[src/nacd_pkg.sv]
package nacd_pkg;

  // ----------------------------------------------------------------
  // Densities and bus width
  // ----------------------------------------------------------------
  typedef enum logic [1:0] {
    NACD_D512M = 2'b00,
    NACD_D1G   = 2'b01,
    NACD_D2G   = 2'b10,
    NACD_D4G   = 2'b11
  } nacd_density_t;

  localparam int unsigned NACD_ADDR_W     = 30;
  localparam int unsigned NACD_IO_W       = 16;
  localparam int unsigned NACD_COL_W_X8   = 12;
  localparam int unsigned NACD_COL_W_X16  = 11;
  localparam int unsigned NACD_PAGE_W     = 6;
  localparam int unsigned NACD_BLK_W      = 11;
  localparam int unsigned NACD_BLK_W_2G   = 11;
  localparam int unsigned NACD_BLK_W_1G   = 10;
  localparam int unsigned NACD_BLK_W_512M = 9;
  localparam int unsigned NACD_DIE_BIT_X8  = 29;
  localparam int unsigned NACD_DIE_BIT_X16 = 28;
  localparam logic [2:0]  NACD_CYC4       = 3'h4;
  localparam logic [2:0]  NACD_CYC5       = 3'h5;

  // ----------------------------------------------------------------
  // Request carried from user into the cycle driver
  // ----------------------------------------------------------------
  typedef struct packed {
    logic                  x16;
    nacd_density_t         dens;
    logic                  die;
    logic [NACD_BLK_W-1:0] block;
    logic [NACD_PAGE_W-1:0] page;
    logic [NACD_COL_W_X8-1:0] column;
  } nacd_req_t;

  // Pin strobes for one address write cycle
  typedef struct packed {
    logic                 we;
    logic                 ale;
    logic [NACD_IO_W-1:0] io;
  } nacd_pins_t;

endpackage : nacd_pkg

[src/nacd_addr_pack.sv]
// Builds the flat array address from the field request
module nacd_addr_pack
  import nacd_pkg::*;
(
  input  wire nacd_req_t            req_i,
  output logic [NACD_ADDR_W-1:0]    addr_o,
  output logic [2:0]                ncyc_o
);

  logic [NACD_BLK_W-1:0] blk_m;

  always_comb begin
    // Only the bits the density owns survive
    unique case (req_i.dens)
      NACD_D512M: blk_m = req_i.block & 11'h01FF;
      NACD_D1G:   blk_m = req_i.block & 11'h03FF;
      default:    blk_m = req_i.block;
    endcase
    addr_o = '0;
    if (req_i.x16) begin
      addr_o[NACD_COL_W_X16-1:0] = req_i.column[NACD_COL_W_X16-1:0];
      addr_o[16:11] = req_i.page;
      addr_o[27:17] = blk_m;
      if (req_i.dens == NACD_D4G) begin
        addr_o[NACD_DIE_BIT_X16] = req_i.die;
      end
    end else begin
      addr_o[NACD_COL_W_X8-1:0] = req_i.column;
      addr_o[17:12] = req_i.page;
      addr_o[28:18] = blk_m;
      if (req_i.dens == NACD_D4G) begin
        addr_o[NACD_DIE_BIT_X8] = req_i.die;
      end
    end
    // Two largest densities need the fifth cycle
    ncyc_o = (req_i.dens[1]) ? NACD_CYC5 : NACD_CYC4;
  end

endmodule // nacd_addr_pack

[src/nacd_host.sv]
// ------------------------------------------------------------------
// How it works
// - Address goes out as four or five back-to-back cycles, low bits first.
// - Byte-wide column is bits 0-11; cycle 2 upper nibble low.
// - Byte-wide fifth cycle: bit 28 on IO0, bit 29 on IO1.
// - Byte-wide 2/4 Gb: cycle 3 bits 12-19, cycle 4 bits 20-27.
// - Word-wide column bits 0-10; IO8-IO15 always low.
// - Word-wide fifth cycle: bit 27 on IO0, bit 28 on IO1.
// ------------------------------------------------------------------
module nacd_host
  import nacd_pkg::*;
(
  input  wire logic       clk_i,
  input  wire logic       rst_b_i,
  input  wire nacd_req_t  req_i,
  input  wire logic       req_valid_i,
  input  wire logic       cmd_start_i,
  output logic            req_ready_o,
  output nacd_pins_t      pins_o,
  output logic            io_oe_b_o,
  output logic            die_sel_o,
  output logic            busy_o
);

  // ----------------------------------------------------------------
  // Cycle sequencer
  // ----------------------------------------------------------------
  typedef enum logic [1:0] {
    NACD_IDLE  = 2'b00,
    NACD_SETUP = 2'b01,
    NACD_STROBE = 2'b10
  } nacd_state_t;

  nacd_state_t            st_q, st_d;
  logic [2:0]             cyc_q, cyc_d;
  logic [2:0]             ncyc_q, ncyc_d;
  logic                   x16_q, x16_d;
  logic [NACD_ADDR_W-1:0] addr_q, addr_d;
  nacd_pins_t             pins_q, pins_d;
  logic                   die_q, die_d;
  logic [NACD_ADDR_W-1:0] addr_w;
  logic [2:0]             ncyc_w;

  nacd_addr_pack u_pack (
    .req_i  (req_i),
    .addr_o (addr_w),
    .ncyc_o (ncyc_w)
  );

  // Byte carried by a given cycle, upper IO lines forced low
  function automatic logic [NACD_IO_W-1:0] cyc_byte(
    input logic [NACD_ADDR_W-1:0] a,
    input logic                   x16,
    input logic [2:0]             c
  );
    logic [7:0] b;
    b = 8'h00;
    if (x16) begin
      unique case (c)
        3'h0: b = a[7:0];
        3'h1: b = {5'h00, a[10:8]};
        3'h2: b = a[18:11];
        3'h3: b = a[26:19];
        default: b = {6'h00, a[28:27]};
      endcase
    end else begin
      unique case (c)
        3'h0: b = a[7:0];
        3'h1: b = {4'h0, a[11:8]};
        3'h2: b = a[19:12];
        3'h3: b = a[27:20];
        default: b = {6'h00, a[29:28]};
      endcase
    end
    return {8'h00, b};
  endfunction

  always_comb begin
    st_d   = st_q;
    cyc_d  = cyc_q;
    ncyc_d = ncyc_q;
    x16_d  = x16_q;
    addr_d = addr_q;
    pins_d = pins_q;
    die_d  = die_q;
    unique case (st_q)
      NACD_IDLE: begin
        pins_d = '0;
        if (req_valid_i) begin
          // New address phase always starts at cycle one
          addr_d = addr_w;
          ncyc_d = ncyc_w;
          x16_d  = req_i.x16;
          cyc_d  = 3'h0;
          // Remember die for later addressless commands
          if (req_i.dens == NACD_D4G) begin
            die_d = req_i.die;
          end
          st_d = NACD_SETUP;
        end
      end
      NACD_SETUP: begin
        pins_d.ale = 1'b1;
        pins_d.we  = 1'b0;
        pins_d.io  = cyc_byte(addr_q, x16_q, cyc_q);
        st_d = NACD_STROBE;
      end
      NACD_STROBE: begin
        // Rising write strobe latches this cycle
        pins_d.we = 1'b1;
        if (cyc_q == ncyc_q - 3'h1) begin
          st_d = NACD_IDLE;
        end else begin
          cyc_d = cyc_q + 3'h1;
          st_d  = NACD_SETUP;
        end
      end
      default: st_d = NACD_IDLE;
    endcase
    if (cmd_start_i && st_q == NACD_IDLE && !req_valid_i) begin
      cyc_d = 3'h0;
    end
  end

  always_ff @(posedge clk_i) begin
    if (!rst_b_i) begin
      st_q   <= NACD_IDLE;
      cyc_q  <= 3'h0;
      ncyc_q <= NACD_CYC4;
      x16_q  <= 1'b0;
      addr_q <= '0;
      pins_q <= '0;
      die_q  <= 1'b0;
    end else begin
      st_q   <= st_d;
      cyc_q  <= cyc_d;
      ncyc_q <= ncyc_d;
      x16_q  <= x16_d;
      addr_q <= addr_d;
      pins_q <= pins_d;
      die_q  <= die_d;
    end
  end

  assign req_ready_o = (st_q == NACD_IDLE);
  assign busy_o      = (st_q != NACD_IDLE);
  assign pins_o      = pins_q;
  assign die_sel_o   = die_q;
  // Last cycle still stands one clock after idle, so keep driving it
  assign io_oe_b_o   = (st_q == NACD_IDLE) && !pins_q.ale;
endmodule // nacd_host

[config.mk]
export PLATFORM = sky130hd
export DESIGN_NAME = nacd_host
export DESIGN_NICKNAME = d
export VERILOG_FILES = /design/src/nacd_pkg.sv /design/src/nacd_addr_pack.sv /design/src/nacd_host.sv
export SDC_FILE = /design/constraint.sdc
export NUM_CORES = 1
export LEC_CHECK = 0
export ABC_AREA = 0
export BUFFER_PORTS_ARGS = -buffer_cell sky130_fd_sc_hd__buf_2
export CAP_MARGIN = 20
export CORE_ASPECT_RATIO = 0.9
export CORE_UTILIZATION = 33
export DETAILED_ROUTE_END_ITERATION = 8
export GPL_TIMING_DRIVEN = 0
export RECOVER_POWER = 50
export SETUP_SLACK_MARGIN = 0.5
export SYNTH_ARGS = -nofsm -noshare
export SYNTH_HDL_FRONTEND = slang
export SYNTH_SLANG_ARGS = --single-unit
[constraint.sdc]
create_clock -name clk_i -period 2.85 [get_ports clk_i]
set_clock_uncertainty 0.2 [all_clocks]
set_input_delay 0.57 -clock clk_i [delete_from_list [all_inputs] [get_ports clk_i]]
set_output_delay 0.57 -clock clk_i [all_outputs]
set_load 0.005 [all_outputs]
# Word level (Yosys, flattened, before mapping)
# Index checks and enable logic that the tools add are counted.
# op_classes
eq_ne	10
reduce_logical	17
n_bitwise	1
n_addsub	2
muxes	16
# ops
op	n
$pmux 8 s4	2
$pmux 17 s2	1
$mux 29	1
$pmux 11 s2	1
$mux 8	1
$reduce_bool 2->1	4
$eq 3x2->1 const B	2
$mux 3	2
$pmux 2 s3	1
$pmux 3 s2	1
$reduce_and 3->1	2
$eq 2x1->1 const B	2
$eq 2x2->1 const B	2
$logic_not 2->1	2
$mux 1	4
$ne 2x2->1 const B	2
$reduce_or 2->1	2
$add 3x1->3 const B	1
$eq 3x1->1 const B	1
$eq 3x3->1	1
$logic_and 1x1->1	3
$logic_not 3->1	1
$sub 3x1->3 const B	1
$logic_not 1->1	2
4 further kinds	4
# word_totals
out_inout_bits	22
wordCells	55
reg_bits	58

# Longest topological paths before layout
# logic_depth
ltp_word	4
ltp_mapped	8
depth_no_buf	6

# Modules after synthesis
# From an unflattened synthesis, not the netlist that was laid out.
# hier_totals
hier_cells	320
hier_area_um2	2707.6
# by_module_without_submodules
mod	n_inst	cells_each	area_each_um2
nacd_host	1	277	2343.5
nacd_addr_pack	1	43	364.1

# Worst setup path after synthesis
# Ideal clock, no wire load.
# synth_timing
path_type	reg2reg
from	register cyc_q[0]
to	register pins_q (netlist bit pins_o[3])
t_required_ns	2.528
setup_time_ns	0.122
setup_slack_ns	0.784
t_arrival_ns	1.744
synth_period_minus_slack_ns	2.066
stages_incl_launch_ff	7
cell_sequence	dfxtp_1 -> inv_1 -> ha_1 -> or4_4 -> nand3_1 -> a221oi_1 -> a221o_1
# synth_between
elab_chain_len	4
# synth_lines
item	line_no	rtl
from (decl)	nacd_host.sv:35	logic [2:0] cyc_q, cyc_d;
from (signal assigned)	nacd_host.sv:136	cyc_q <= cyc_d;
$eq 3x2->1, or another cell as far along	nacd_host.sv:59, nacd_host.sv:67	
$pmux 8 s4 (on tied branches)	nacd_host.sv:67, nacd_host.sv:59	
$mux 8 (*)	nacd_host.sv:58	if (x16) begin
$pmux 17 s2 (*)	nacd_host.sv:86	unique case (st_q)
to (signal assigned)	nacd_host.sv:140	pins_q <= pins_d;
to (decl)	nacd_host.sv:39	nacd_pins_t pins_q, pins_d;
# Every way passes the cells marked *; elsewhere a longest branch is shown, timed or not. The select of a mux whose other input is x is not followed.
# A chain may end at the register's enable or synchronous reset.

# Final worst setup path
# layout_timing
from	register cyc_q[1]
to	register pins_q (netlist bit pins_o[3])
# The elaborated chain is that of the path after synthesis.

==> run metrics <==
diode count=0; hold_buf cts=0; Worst Setup Start Kind=flip-flop; TritonCTS Buffers=5; Worst-Skew Late Latency=310 ps; non-filler cells, final=428; Pre-Repair DR Iteration Count=4; origin of the worst setup path=cyc_q[1]; clk sink count=48; syn avg cell area=9.012 um2; vias in the first global route=2080; Clock Power Share=35.1%; Async SR Flop Fraction=0%; post-cts resize count=0; port bufs=49; Sequential Power Share=50.5%; hpwl dp=4.527 mm; CTS Buffer Depth=2; Gate power share=14.5%; Req. time, crit path=2860 ps; period utilisation layout=82.72%; f_max=0.4242 GHz; area grow syn2layout=19.77%; top layer in use=met4; Ports=59; CTS tree=built; internal power=0.001073 W; Critical Path AT=2370 ps; Sw Share=26.69%; final critical-path required period=2358 ps; PwrDens=500.2 nW/um2; largest net degree at the start of global routing=17; #FFs+latches synth=48; R2R depth=6; Core Area=7112 um2; Min-Delay Path Class=flip-flop to flip-flop; Post-synth EDFFs=0; max_slew headroom=49.75%; final setup fails=0; final core utilization=41.13%; CTS H-tree depth=2; WL/cell=14.24 um; post-synthesis cell area=2442 um2; routed wire length=6.094 mm; net load switching power=0.0003905 W; Initial Utilization=34.34%; setup TNS=0 ps; WL met3=333 um; Rows=29; Post-synth top flop=dfxtp_1; DRT iter0 DRCs=99; peak supply drop=0.1748 mV; origin of the critical flop-to-flop path=cyc_q[1]; met2 wire len=2.680 mm; setup bufs post-CTS=0; final net count=376; commonest cells after routing, fill and taps aside=50 x nand2_1, 47 x buf_2, 47 x dfxtp_1; crit path capture=pins_o[3]; Reg2Reg Setup Slack=490 ps; Worst-path clk slew=100 ps; Least-Margin Pin Slew=752.2 ps; CTS root buf=clkbuf_8; Pleak=1.368 nW; critical path type=flip-flop to flip-flop; most common cell after layout, fill and taps aside=nand2_1; Max-cap violations=0; initial antenna violation count=0; DRC viols=0; Critical R2R Capture=pins_o[3]; via count of the routed design=2173; placer congestion estimate=0.8231; Synth area leaders=dfxtp_1 39%, nand2_1 7.7%, mux2i_1 7.0%; outcome=finished clean; met1 WL=2.933 mm; gr usage total=16.83%; GRT overflow=0; Fin. Hold Viols=0; vias per cell=5.077; Yosys top cell area share=39.34%; Routed Antenna Nets=0; Die Ht=83.62 um; count of cell types in the netlist=47; sequential element share of the synthesized area=39.34%; Pins Over Slew Limit=0; synth warn=0; Syn Inst Count=271; RSZ-0062 raised after global routing=false; layout cell share with drive strength beyond 1=22.69%; placed insts=420; CP endpoint kind=flip-flop; leading area contributor after synthesis=dfxtp_1; die area=7749 um2; first-pass GRT wire length=10.12 mm; CP Max Fanout=6; die width=92.68 um
-- cell usage after synthesis, drive strengths merged, types with 5 or more instances --
| master | instances |
|---|---|
| nand2 | 50 |
| dfxtp | 48 |
| buf | 19 |
| mux2i | 17 |
| o211a | 17 |
| a21boi | 16 |
| a22oi | 10 |
| o21ai | 10 |
| inv | 9 |
| nor2 | 9 |
| clkbuf | 7 |
| ha | 5 |
| nand3 | 5 |
| o211ai | 5 |
-- cells by family after synthesis --
family                     share of synthesized area [%]
and+or+nand+nor                                    16.50
AOI/OAI and AO/OA                                  25.15
DFF                                                39.34
buffers and inverters                              8.862
muxes                                              7.428
adders and majority gates                          2.561
other                                             0.1535
-- power groups by stage --
stage / clock network, W / registers (W) / logic, W
finish: 0.000513 / 0.000738 / 0.000212
CTS: 0.000522 / 0.000738 / 0.000216
global route: 0.000555 / 0.000743 / 0.000239
global placement: 0 / 0.000753 / 0.000213
detailed placement: 0 / 0.000754 / 0.000215
floorplan: 0 / 0.000747 / 0.000141
-- layout make-up --
cell class	instances	area, um2
timing repair buffer	49	239.0
clock inverter	3	46.29
fill	760	4187
buffer	26	171.4
sequential	48	962.2
multi-input combinational	195	1287
inverter	9	33.78
clock buffer	5	68.82
tap	93	116.4
-- registers in the layout (all words and copies together), names as in the netlist --
name	count
addr_q	30
pins_o	10
cyc_q	3
st_q	2
die_sel_o	1
ncyc_q	1
x16_q	1
-- layer usage --
metal | up-vias | track usage, %
li1 | 1076 | -
met1 | 1023 | 23.21
met2 | 62 | 25.45
met3 | 12 | 3.279
met4 | 0 | 7.273
met5 | - | 0
-- worst min path at each step --
stage	cells after the start	from	slack, ps	endpoint
6_report	2	pins_o[17]	260	pins_o[17]
5_1_grt	2	pins_o[16]	280	pins_o[16]
4_1_cts	2	pins_o[17]	260	pins_o[17]
3_5_place_dp	2	pins_o[17]	250	pins_o[17]
3_3_place_gp	2	pins_o[17]	240	pins_o[17]
2_1_floorplan	2	addr_q[10]	240	addr_q[10]
-- critical path: stages (launching register included) --
cell	delay [ps]
dfxtp_1	460
inv_1	100
ha_1	250
or4_1	630
nand3_1	270
a221oi_1	90
a221o_1	270
-- through the flow --
stage / instance area (um2) / power [W] / hold WS [ps] / worst slack, ps
3_5_place_dp: 2830 / 0.0009690 / 250.5 / 432.0
5_1_grt: 2925 / 0.001537 / 282.4 / 371.1
6_report: 2925 / 0.001463 / 260.2 / 492.5
4_1_cts: 2945 / 0.001476 / 264.0 / 520.2
2_1_floorplan: 2469 / 0.0008876 / 243.2 / 783.9
3_3_place_gp: 2830 / 0.0009656 / 244.8 / 439.6
Power figures use the tool's default switching activity.
